<file path="config.mk">
export PLATFORM = sky130hd
export DESIGN_NAME = bus_extender_status_lock_regs
export DESIGN_NICKNAME = d
export VERILOG_FILES = /design/src/bus_ext_pkg.sv /design/src/bus_extender_status_lock_regs.sv
export SDC_FILE = /design/constraint.sdc
export NUM_CORES = 1
export LEC_CHECK = 0
export ABC_AREA = 1
export BUFFER_PORTS_ARGS = -buffer_cell sky130_fd_sc_hd__buf_2
export CORE_MARGIN = 2
export CORE_UTILIZATION = 40
export CTS_CLUSTER_DIAMETER = 100
export DETAILED_ROUTE_END_ITERATION = 10
export PLACE_DENSITY = 0.56
export SYNTH_ARGS = -nofsm -noshare
export SYNTH_HDL_FRONTEND = slang
export SYNTH_SLANG_ARGS = --single-unit
export TNS_END_PERCENT = 20
</file>
<file path="constraint.sdc">
create_clock -name clk -period 2.6 [get_ports clk]
set_input_delay 0.52 -clock clk [delete_from_list [all_inputs] [get_ports clk]]
set_output_delay 0.52 -clock clk [all_outputs]
set_load 0.005 [all_outputs]
</file>
<file path="src/bus_ext_pkg.sv">
// Constants shared by the cable-bus status/control and lock register logic.
// Assumes a 50 MHz system clock and a 16-bit register port with byte offsets.
`default_nettype none

package bus_ext_pkg;

	// ----------------------------------------------------------------------
	// Register offsets
	// ----------------------------------------------------------------------
	localparam logic [7:0] STATUS_CONTROL_OFFSET = 8'h20;
	localparam logic [7:0] CROSS_BUS_LOCK_OFFSET = 8'h22;

	// ----------------------------------------------------------------------
	// Status/control field positions (read and write views share numbers)
	// ----------------------------------------------------------------------
	localparam int CTRL_TIMEOUT_BIT = 11;
	localparam int ECL0_ENABLE_BIT = 11;
	localparam int INTERLOCK_BIT = 10;
	localparam int ECL0_DIRECTION_BIT = 10;
	localparam int SYSFAIL_DRIVE_BIT = 9;
	localparam int FAIR_BIT = 8;
	localparam int SYSRESET_PULSE_BIT = 8;
	localparam int CONTROLLER_BIT = 7;
	localparam int TRIGGER_BIT = 6;
	localparam int SYSRESET_BIT = 5;
	localparam int ACFAIL_BIT = 4;
	localparam int EXT_TIMEOUT_BIT = 3;
	localparam int BUS_ERROR_BIT = 2;
	localparam int DEADLOCK_CLEAR_BIT = 2;
	localparam int SYSFAIL_BIT = 1;
	localparam int PARITY_BIT = 0;
	localparam int LOCK_BIT = 0;

	// Reserved bits that read back as ones
	localparam logic [15:0] STATUS_RESERVED_ONES = 16'h3000;
	localparam logic [15:0] LOCK_RESERVED_ONES = 16'hfffe;

	// ----------------------------------------------------------------------
	// Reset values and timing
	// ----------------------------------------------------------------------
	localparam logic [15:0] READ_DATA_RESET = 16'h0000;
	localparam int CLOCK_PERIOD_NS = 20;
	localparam longint SYSRESET_PULSE_NS = 200_000_000;
	localparam longint SHORT_TIMEOUT_MIN_NS = 100_000;
	localparam longint SHORT_TIMEOUT_MAX_NS = 400_000;
	localparam longint LONG_TIMEOUT_MIN_NS = 100_000_000;
	localparam longint LONG_TIMEOUT_MAX_NS = 400_000_000;
	// Least times round up to whole cycles
	localparam int SYSRESET_PULSE_CYCLES = int'((SYSRESET_PULSE_NS + CLOCK_PERIOD_NS - 1) / CLOCK_PERIOD_NS);
	localparam int SHORT_TIMEOUT_MIN_CYCLES = int'((SHORT_TIMEOUT_MIN_NS + CLOCK_PERIOD_NS - 1) / CLOCK_PERIOD_NS);
	localparam int SHORT_TIMEOUT_MAX_CYCLES = int'(SHORT_TIMEOUT_MAX_NS / CLOCK_PERIOD_NS);
	localparam int LONG_TIMEOUT_MIN_CYCLES = int'((LONG_TIMEOUT_MIN_NS + CLOCK_PERIOD_NS - 1) / CLOCK_PERIOD_NS);
	localparam int LONG_TIMEOUT_MAX_CYCLES = int'(LONG_TIMEOUT_MAX_NS / CLOCK_PERIOD_NS);
	localparam int COUNT_WIDTH = 25;

endpackage : bus_ext_pkg

`default_nettype wire

</file>
<file path="src/bus_extender_status_lock_regs.sv">
// Status/control and cross-bus lock registers of a mainframe extender cable-bus interface.
// Assumes one 50 MHz clock, synchronous inputs and a simple read/write register port that
// also tells which side (local backplane or cable link) made the access.
`timescale 1ns/1ps
`default_nettype none

module bus_extender_status_lock_regs #(
	parameter int SYSRESET_PULSE_CYCLES = bus_ext_pkg::SYSRESET_PULSE_CYCLES,
	parameter int SHORT_TIMEOUT_MIN_CYCLES = bus_ext_pkg::SHORT_TIMEOUT_MIN_CYCLES,
	parameter int SHORT_TIMEOUT_MAX_CYCLES = bus_ext_pkg::SHORT_TIMEOUT_MAX_CYCLES,
	parameter int LONG_TIMEOUT_MIN_CYCLES = bus_ext_pkg::LONG_TIMEOUT_MIN_CYCLES,
	parameter int LONG_TIMEOUT_MAX_CYCLES = bus_ext_pkg::LONG_TIMEOUT_MAX_CYCLES
) (
	input wire logic clk,
	input wire logic rst_n,
	input wire logic soft_reset,
	// Register port
	input wire logic reg_wr,
	input wire logic reg_rd,
	input wire logic [7:0] reg_addr,
	input wire logic [15:0] reg_wdata,
	input wire logic reg_from_link,
	output logic [15:0] reg_rdata,
	// Board switches and timeout jumper
	input wire logic interlock_switch,
	input wire logic fair_switch,
	input wire logic controller_switch,
	input wire logic timeout_jumper_long,
	// Link transfer events
	input wire logic link_cycle_active,
	input wire logic link_xfer_done,
	input wire logic link_xfer_berr,
	input wire logic link_xfer_parity,
	output logic controller_timeout_berr,
	// Backplane event lines
	input wire logic trigger_interrupt,
	input wire logic sysreset_active,
	input wire logic acfail_active,
	input wire logic sysfail_active,
	input wire logic sysfail_to_link_enable,
	output logic link_irq_out,
	output logic sysfail_out,
	output logic sysreset_out,
	output logic deadlock_flag_clear,
	// Trigger line 0 and front panel
	input wire logic ecl_line0_in,
	output logic ecl_line0_out,
	output logic ecl_line0_oe_n,
	input wire logic front_panel_trigger_input,
	output logic front_panel_trigger_output,
	// Cross-bus lock
	input wire logic link_won,
	output logic link_lock_hold,
	output logic local_bus_lock
);

	// ----------------------------------------------------------------------
	// Decode
	// ----------------------------------------------------------------------
	logic sc_wr;
	logic sc_rd;
	logic lock_wr;
	logic lock_rd;
	logic soft_clr;

	assign sc_wr = reg_wr && (reg_addr == bus_ext_pkg::STATUS_CONTROL_OFFSET);
	assign sc_rd = reg_rd && (reg_addr == bus_ext_pkg::STATUS_CONTROL_OFFSET);
	assign lock_wr = reg_wr && (reg_addr == bus_ext_pkg::CROSS_BUS_LOCK_OFFSET);
	assign lock_rd = reg_rd && (reg_addr == bus_ext_pkg::CROSS_BUS_LOCK_OFFSET);
	assign soft_clr = soft_reset;

	// ----------------------------------------------------------------------
	// Switch status
	// ----------------------------------------------------------------------
	logic interlocked_mode_status_r;
	logic fair_status_r;
	logic link_controller_status_r;

	// Switches are sampled every cycle and never reset, so resets cannot disturb them
	always_ff @(posedge clk) begin
		interlocked_mode_status_r <= interlock_switch;
		fair_status_r <= fair_switch;
		link_controller_status_r <= controller_switch;
	end

	// ----------------------------------------------------------------------
	// Hard-reset-only control bits
	// ----------------------------------------------------------------------
	logic ecl_line0_route_enable_r;
	logic ecl_line0_route_direction_r;
	logic trigger_event_to_link_enable_r;
	logic sysreset_to_link_enable_r;
	logic acfail_to_link_enable_r;
	logic extended_timeout_select_r;

	// Routing and timeout choice survive a soft reset
	always_ff @(posedge clk) begin
		if (!rst_n) begin
			ecl_line0_route_enable_r <= 1'b0;
			ecl_line0_route_direction_r <= 1'b0;
			trigger_event_to_link_enable_r <= 1'b0;
			sysreset_to_link_enable_r <= 1'b0;
			acfail_to_link_enable_r <= 1'b0;
			extended_timeout_select_r <= 1'b0;
		end else if (sc_wr) begin
			ecl_line0_route_enable_r <= reg_wdata[bus_ext_pkg::ECL0_ENABLE_BIT];
			ecl_line0_route_direction_r <= reg_wdata[bus_ext_pkg::ECL0_DIRECTION_BIT];
			trigger_event_to_link_enable_r <= reg_wdata[bus_ext_pkg::TRIGGER_BIT];
			sysreset_to_link_enable_r <= reg_wdata[bus_ext_pkg::SYSRESET_BIT];
			acfail_to_link_enable_r <= reg_wdata[bus_ext_pkg::ACFAIL_BIT];
			extended_timeout_select_r <= reg_wdata[bus_ext_pkg::EXT_TIMEOUT_BIT];
		end
	end

	// ----------------------------------------------------------------------
	// SYSFAIL drive
	// ----------------------------------------------------------------------
	logic sysfail_drive_r;

	always_ff @(posedge clk) begin
		if (!rst_n || soft_clr) begin
			sysfail_drive_r <= 1'b0;
		end else if (sc_wr) begin
			sysfail_drive_r <= reg_wdata[bus_ext_pkg::SYSFAIL_DRIVE_BIT];
		end
	end

	// The pin follows the bit one cycle later
	always_ff @(posedge clk) begin
		if (!rst_n) begin
			sysfail_out <= 1'b0;
		end else begin
			sysfail_out <= sysfail_drive_r;
		end
	end

	// ----------------------------------------------------------------------
	// SYSRESET pulse
	// ----------------------------------------------------------------------
	logic sysreset_pulse_request_r;
	logic [bus_ext_pkg::COUNT_WIDTH-1:0] pulse_count_r;

	// A soft reset does not cut the pulse short, since the pulse is itself a reset of the crate
	always_ff @(posedge clk) begin
		if (!rst_n) begin
			sysreset_pulse_request_r <= 1'b0;
			pulse_count_r <= '0;
		end else if (sysreset_pulse_request_r) begin
			if (pulse_count_r == bus_ext_pkg::COUNT_WIDTH'(SYSRESET_PULSE_CYCLES - 1)) begin
				sysreset_pulse_request_r <= 1'b0;
				pulse_count_r <= '0;
			end else begin
				pulse_count_r <= pulse_count_r + 1'b1;
			end
		end else if (sc_wr && reg_wdata[bus_ext_pkg::SYSRESET_PULSE_BIT]) begin
			sysreset_pulse_request_r <= 1'b1;
		end
	end

	always_ff @(posedge clk) begin
		if (!rst_n) begin
			sysreset_out <= 1'b0;
		end else begin
			sysreset_out <= sysreset_pulse_request_r;
		end
	end

	// ----------------------------------------------------------------------
	// Controller timeout timer
	// ----------------------------------------------------------------------
	logic [bus_ext_pkg::COUNT_WIDTH-1:0] timeout_count_r;
	logic [bus_ext_pkg::COUNT_WIDTH-1:0] timeout_limit;
	logic timeout_hit;

	// Jumper picks the low or high end of each documented range
	always_comb begin
		if (extended_timeout_select_r) begin
			timeout_limit = timeout_jumper_long ? bus_ext_pkg::COUNT_WIDTH'(LONG_TIMEOUT_MAX_CYCLES)
				: bus_ext_pkg::COUNT_WIDTH'(LONG_TIMEOUT_MIN_CYCLES);
		end else begin
			timeout_limit = timeout_jumper_long ? bus_ext_pkg::COUNT_WIDTH'(SHORT_TIMEOUT_MAX_CYCLES)
				: bus_ext_pkg::COUNT_WIDTH'(SHORT_TIMEOUT_MIN_CYCLES);
		end
	end

	assign timeout_hit = link_controller_status_r && link_cycle_active && (timeout_count_r == timeout_limit - 1'b1);

	// Counter restarts whenever the link goes idle, so each cycle gets the full window
	always_ff @(posedge clk) begin
		if (!rst_n || !link_cycle_active || !link_controller_status_r) begin
			timeout_count_r <= '0;
		end else if (timeout_count_r != timeout_limit) begin
			timeout_count_r <= timeout_count_r + 1'b1;
		end
	end

	always_ff @(posedge clk) begin
		if (!rst_n) begin
			controller_timeout_berr <= 1'b0;
		end else begin
			controller_timeout_berr <= timeout_hit;
		end
	end

	// ----------------------------------------------------------------------
	// Transfer outcome flags
	// ----------------------------------------------------------------------
	logic controller_timeout_flag_r;
	logic link_bus_error_flag_r;
	logic link_parity_fault_r;

	// A timeout arriving with the clearing read still sets the flag
	always_ff @(posedge clk) begin
		if (!rst_n || soft_clr) begin
			controller_timeout_flag_r <= 1'b0;
		end else if (controller_timeout_berr && link_controller_status_r) begin
			controller_timeout_flag_r <= 1'b1;
		end else if (sc_rd) begin
			controller_timeout_flag_r <= 1'b0;
		end
	end

	// Both flags describe only the most recent transfer
	always_ff @(posedge clk) begin
		if (!rst_n || soft_clr) begin
			link_bus_error_flag_r <= 1'b0;
			link_parity_fault_r <= 1'b0;
		end else if (link_xfer_done) begin
			link_bus_error_flag_r <= link_xfer_berr;
			link_parity_fault_r <= link_xfer_parity;
		end
	end

	// Deadlock clear is a one-cycle strobe to the interrupt status logic
	always_ff @(posedge clk) begin
		if (!rst_n) begin
			deadlock_flag_clear <= 1'b0;
		end else begin
			deadlock_flag_clear <= sc_wr && reg_wdata[bus_ext_pkg::DEADLOCK_CLEAR_BIT];
		end
	end

	// ----------------------------------------------------------------------
	// Link interrupt mapping
	// ----------------------------------------------------------------------
	logic trigger_event_on_link_status_r;
	logic sysreset_on_link_status_r;
	logic acfail_on_link_status_r;
	logic sysfail_on_link_status_r;

	always_ff @(posedge clk) begin
		if (!rst_n) begin
			trigger_event_on_link_status_r <= 1'b0;
			sysreset_on_link_status_r <= 1'b0;
			acfail_on_link_status_r <= 1'b0;
			sysfail_on_link_status_r <= 1'b0;
		end else begin
			trigger_event_on_link_status_r <= trigger_interrupt && trigger_event_to_link_enable_r;
			sysreset_on_link_status_r <= sysreset_active && sysreset_to_link_enable_r;
			acfail_on_link_status_r <= acfail_active && acfail_to_link_enable_r;
			sysfail_on_link_status_r <= sysfail_active && sysfail_to_link_enable;
		end
	end

	// One wired line on the link, so the sources simply OR together
	always_ff @(posedge clk) begin
		if (!rst_n) begin
			link_irq_out <= 1'b0;
		end else begin
			link_irq_out <= (trigger_interrupt && trigger_event_to_link_enable_r)
				|| (sysreset_active && sysreset_to_link_enable_r)
				|| (acfail_active && acfail_to_link_enable_r)
				|| (sysfail_active && sysfail_to_link_enable);
		end
	end

	// ----------------------------------------------------------------------
	// Trigger line 0 routing
	// ----------------------------------------------------------------------
	always_ff @(posedge clk) begin
		if (!rst_n) begin
			front_panel_trigger_output <= 1'b0;
			ecl_line0_out <= 1'b0;
			ecl_line0_oe_n <= 1'b1;
		end else begin
			front_panel_trigger_output <= ecl_line0_route_enable_r && !ecl_line0_route_direction_r
				&& ecl_line0_in;
			ecl_line0_out <= front_panel_trigger_input;
			ecl_line0_oe_n <= !(ecl_line0_route_enable_r && ecl_line0_route_direction_r);
		end
	end

	// ----------------------------------------------------------------------
	// Cross-bus lock
	// ----------------------------------------------------------------------
	logic link_lock_request_r;
	logic local_lock_r;
	logic link_locked_r;

	// Whichever side writes the lock bit decides which bus gets locked
	always_ff @(posedge clk) begin
		if (!rst_n || soft_clr) begin
			link_lock_request_r <= 1'b0;
			local_lock_r <= 1'b0;
		end else if (lock_wr) begin
			if (reg_from_link) begin
				local_lock_r <= reg_wdata[bus_ext_pkg::LOCK_BIT];
			end else begin
				link_lock_request_r <= reg_wdata[bus_ext_pkg::LOCK_BIT];
			end
		end
	end

	// The link only counts as locked once this unit owns it
	always_ff @(posedge clk) begin
		if (!rst_n || soft_clr) begin
			link_locked_r <= 1'b0;
		end else if (!link_lock_request_r) begin
			link_locked_r <= 1'b0;
		end else if (link_won) begin
			link_locked_r <= 1'b1;
		end
	end

	always_ff @(posedge clk) begin
		if (!rst_n) begin
			link_lock_hold <= 1'b0;
			local_bus_lock <= 1'b0;
		end else begin
			link_lock_hold <= link_locked_r;
			local_bus_lock <= local_lock_r;
		end
	end

	// ----------------------------------------------------------------------
	// Read data
	// ----------------------------------------------------------------------
	logic [15:0] status_word;
	logic [15:0] lock_word;

	always_comb begin
		status_word = bus_ext_pkg::STATUS_RESERVED_ONES;
		status_word[bus_ext_pkg::CTRL_TIMEOUT_BIT] = controller_timeout_flag_r;
		status_word[bus_ext_pkg::INTERLOCK_BIT] = interlocked_mode_status_r;
		status_word[bus_ext_pkg::SYSFAIL_DRIVE_BIT] = sysfail_drive_r;
		status_word[bus_ext_pkg::FAIR_BIT] = fair_status_r;
		status_word[bus_ext_pkg::CONTROLLER_BIT] = link_controller_status_r;
		status_word[bus_ext_pkg::TRIGGER_BIT] = trigger_event_on_link_status_r;
		status_word[bus_ext_pkg::SYSRESET_BIT] = sysreset_on_link_status_r;
		status_word[bus_ext_pkg::ACFAIL_BIT] = acfail_on_link_status_r;
		status_word[bus_ext_pkg::EXT_TIMEOUT_BIT] = extended_timeout_select_r;
		status_word[bus_ext_pkg::BUS_ERROR_BIT] = link_bus_error_flag_r;
		status_word[bus_ext_pkg::SYSFAIL_BIT] = sysfail_on_link_status_r;
		status_word[bus_ext_pkg::PARITY_BIT] = link_parity_fault_r;
	end

	// Each side sees the state of the bus on the far side of the extender
	always_comb begin
		lock_word = bus_ext_pkg::LOCK_RESERVED_ONES;
		lock_word[bus_ext_pkg::LOCK_BIT] = reg_from_link ? local_lock_r : link_locked_r;
	end

	// Read data is registered and holds until the next read; unmapped reads give zero
	always_ff @(posedge clk) begin
		if (!rst_n) begin
			reg_rdata <= bus_ext_pkg::READ_DATA_RESET;
		end else if (sc_rd) begin
			reg_rdata <= status_word;
		end else if (lock_rd) begin
			reg_rdata <= lock_word;
		end else if (reg_rd) begin
			reg_rdata <= bus_ext_pkg::READ_DATA_RESET;
		end
	end

endmodule : bus_extender_status_lock_regs

`default_nettype wire

</file>
# Word-level counts from Yosys, hierarchy flattened
# Cells that the tools add are included.
# classes
reduce_logical	34
multipliers	0
bitwise	3
magnitude_cmp	0
mux	13
shifts	0
n_div	0
eq_ne	5
n_addsub	3
# ops
operator	n
25-bit two-way mux	3
25-bit by 1-bit adder with 25-bit output, second input constant	2
16-bit two-way mux	2
25-bit by 24-bit == test with 1-bit output, second input constant	1
25-bit == test	1
25-bit inequality test	1
25-bit by 1-bit subtractor with 25-bit output, second input constant	1
8-bit by 6-bit == test with 1-bit output, second input constant	2
1-bit logical AND	16
15-bit two-way mux	1
14-bit two-way mux	1
1-bit logical OR	6
1-bit two-way mux	6
1-bit logical NOT	5
2-bit AND reduction	2
2-bit nonzero test	2
2-bit OR reduction	2
1-bit NOT	3
3-bit nonzero test	1
# totals
mem_bits_ro	0
mem_count	0
ram_bits	0
output_inout_bits	26
latchBits	0
register_bits	97
input_bits	46

# Logic depth before layout (Yosys ltp)
# depth
word_depth	5
ltp_mapped	13
ltp_nobuf	13

# Worst setup path after synthesis
# Ideal clock, no wire load.
# synth_timing
path_kind	input -> register
from	in timeout_jumper_long
to	reg timeout_count_r[0] (netlist bit)
setup_slack_ns	0.939
required_time_ns	2.487
path_stages	11
t_arrival_ns	1.548
setup_ns	0.113
cell_sequence	inv_1 ha_1 inv_1 nand2_1 nand2_1 nor2_1 nand2_1 nor2_1 nand3_1 nor2_1 nor2_1
# synth_via
elab_chain_len	3
elab_cells_between_ends	4
# synth_lines
element	line_no	rtl
from (decl)	bus_extender_status_lock_regs.sv:28	input wire logic timeout_jumper_long,
15-bit two-way mux / 25-bit two-way mux (equally long branches)	bus_extender_status_lock_regs.sv:181, bus_extender_status_lock_regs.sv:178	
25-bit two-way mux (*)	bus_extender_status_lock_regs.sv:177	if (extended_timeout_select_r) begin
25-bit inequality test (*)	bus_extender_status_lock_regs.sv:192	end else if (timeout_count_r != timeout_limit) begin
to (signal assigned)	bus_extender_status_lock_regs.sv:193	timeout_count_r <= timeout_count_r + 1'b1;
to (decl)	bus_extender_status_lock_regs.sv:171	logic [bus_ext_pkg::COUNT_WIDTH-1:0] timeout_count_r;
# Mark *: on every way between the ends. The rest lies on a longest branch, timed or not.
# A chain may end at the register's enable or synchronous reset.

# Final worst setup path
# layout_timing
from	reg extended_timeout_select_r
to	reg timeout_count_r[1] (netlist bit)
# layout_via
elab_chain_len	2
# layout_lines
element	line_no	rtl
from (decl)	bus_extender_status_lock_regs.sv:94	logic extended_timeout_select_r;
from (signal assigned)	bus_extender_status_lock_regs.sv:111	extended_timeout_select_r <= reg_wdata[bus_ext_pkg::EXT_TIMEOUT_BIT];
25-bit two-way mux	bus_extender_status_lock_regs.sv:177	
25-bit inequality test	bus_extender_status_lock_regs.sv:192	
# No other way between the ends.

==> metrics.yaml <==
required_ps: 2890
synth_top_cell_area_share_pct: 39.1
avgSynthCellArea_sq_um: 6.82
cts-htree-levels: 3
slowest_stage: "dfxtp_1"
fin_worst_skew_ps: 6.67
grt_pass1_wl_microns: 19500
path_max_fanout: 8
area_growth_pct: 15.4
fp-row-count: 40
cp_common_cell: "nand2_1"
cts-buffers-inserted: 9
hold_slack_ps: 269
yosys-top-cells-area: "dfxtp_1, nand2_1, nor2_1, inv_1, nand3_1"
drt_first_iter_violations: 307
synth_most_common_cell: "nand2_1"
routed-via-count: 4611
hold_viol_final: 0
instances_no_fill: 927
synth_nets: 769
tritoncts: "yes"
status: "finished clean"
die_w_microns: 114
die_h_microns: 114
root_buffer: "clkbuf_16"
final_util_pct: 47.1
register_area_sq_um: 1900
holdBufCountCts: 0
yosysSeqAreaShare_pct: 39.1
p_leak_uw: 0.00248
grt_max_degree: 31
synth_common_cells: "nand2_1, nor2_1, dfxtp_1"
cp-end-kind: "flop"
fin_ws_ps: 727
post-route-period-util_pct: 72.0
antenna_left: 0
first_global_vias: 4120
power_density_nw_per_um2: 521
min_path_type: "primary input to flop"
clkLatencyLatePin_ps: 350
fin_crit_ps: 1870
viasPerCell: 4.97
post_drt_wl_per_cell_microns: 12.7
diodes: 0
path_clk_slew_ps: 80
setup_viol: 0
ctsResizeCount: 0
routed_wl_microns: 11800
multi_input_area_sq_um: 2510
dpl.cell_count: 911
cts_num_sinks: 95
port_buffers: 65
drv_slew: 0
drive_gt1_share_pct: 15.0
grt_overflow_total: 0
ys_ff_latch: 95
max_slew_margin_pct: 68.0
ir_drop_mv: 0.251
max_stage_delay_ps: 400
cts_buffer_depth: 2
nNetsFinal: 831
clock.fmax_mhz: 534
yosys.area.top_type: "dfxtp_1"
drtPass1Iterations: 5
crit_type: "flop to flop"
synthesis.area_sq_um: 4860
largestRegisters: "pulse_count_r (25), timeout_count_r (25), reg_rdata (14)"
arrival_ps: 2160
synth_edf_count: 0
post-dp-hpwl_microns: 8850
grt_setup_unrepaired: "no"
worst_pin_slew_ps: 476
synthesis.instances: 713
nFillCells: 1214
pre_cts_slack_ps: 469
finalSetupTns_ps: 0
worst_setup_path_start_kind: "flop"
path_cells: "ha_1 > inv_1 > nand2_1 > nand2_1 > nor2_1 > nand2_1 > nor2_1 > nand3_1 > nand2_1 > nand2_1 > nor2_1"
yosys_warnings: 0
ys_types: 40
drv_cap: 0
synth_ff_type: "dfxtp_1"
gp_congestion: 0.934
grt.total_usage_pct: 18.6
drc: 0
dieArea_sq_um: 13000
cts_setup_buffers: 0
grt_antenna_before_repair: 0
ios: 72
design.core.area_sq_um: 11900
synth-async-reset-ratio_pct: 0
start_util_pct: 40.8
path summary, 6_finish.rpt:
path                              from                        end  slack [ps]  depth (start not counted)
max          extended_timeout_select_r         timeout_count_r[1]         730                         11
min                   interlock_switch  interlocked_mode_status_r         270                          1
max reg2reg  extended_timeout_select_r         timeout_count_r[1]         730                         11
min reg2reg   ecl_line0_route_enable_r             ecl_line0_oe_n         410                          1
logic make-up after synthesis:
logic type / Yosys count / share of synthesized area (%)
xor gates and xnor gates: 13 / 2.34
DFF: 95 / 39.1
AOI/OAI and AO/OA: 86 / 9.83
and+or+nand+nor: 394 / 36.8
buffers and inverters: 115 / 9.32
adders and majority gates: 10 / 2.57
critical path: cells and delay by family (launching register included):
family,cells,cell delay (ps)
fa+ha+maj,1,400
buf+inv,1,180
flops,1,400
simple gates,9,840
where the power goes:
part	leakage (uW)	total [uW]	switching [uW]	internal (uW)
sequential	0.000769	1480	7.19	1470
combinational	0.00157	135	81.8	53.5
clock	0.000144	1310	632	681
through the flow:
stage,power [uW],area [sq um]
floorplan,1580,4860
global placement,1640,5310
detailed placement,1650,5310
CTS,2970,5610
global route,3050,5610
finish,2920,5610
layout by cell type, fill, tap and decap left out, types with 4 or more instances in the layout:
cell type,n
nor2_1,98
clkbuf_16,9
xor2_1,11
ha_1,10
o21ai_0,25
nor3_1,17
nor3_2,6
nand4_1,20
a21oi_1,37
nand2_1,178
inv_1,91
o211ai_1,11
buf_4,4
dfxtp_1,95
nor2_4,5
nand3_1,48
inv_2,6
o21ai_1,5
buf_2,65
layer usage:
metal	wire length (microns)	vias to the layer above	track usage [%]	share of wire [%]
met2	5300	123	30.4	45
met5	0	-	0	0
li1	-	2407	-	-
met1	5760	2066	24.3	49
met4	205	0	7.89	1.7
met3	536	15	3.02	4.5
cell type report:
| class | count | share of cell area [%] |
|---|---|---|
| multi-input combinational | 503 | 44.7 |
| sequential | 95 | 33.9 |
| inverter | 97 | 6.49 |
| timing repair buffer | 69 | 6.33 |
| clock buffer | 9 | 4.01 |
| tap | 147 | 3.28 |
| clock inverter | 7 | 1.34 |
(Power assumes the default switching activity.)
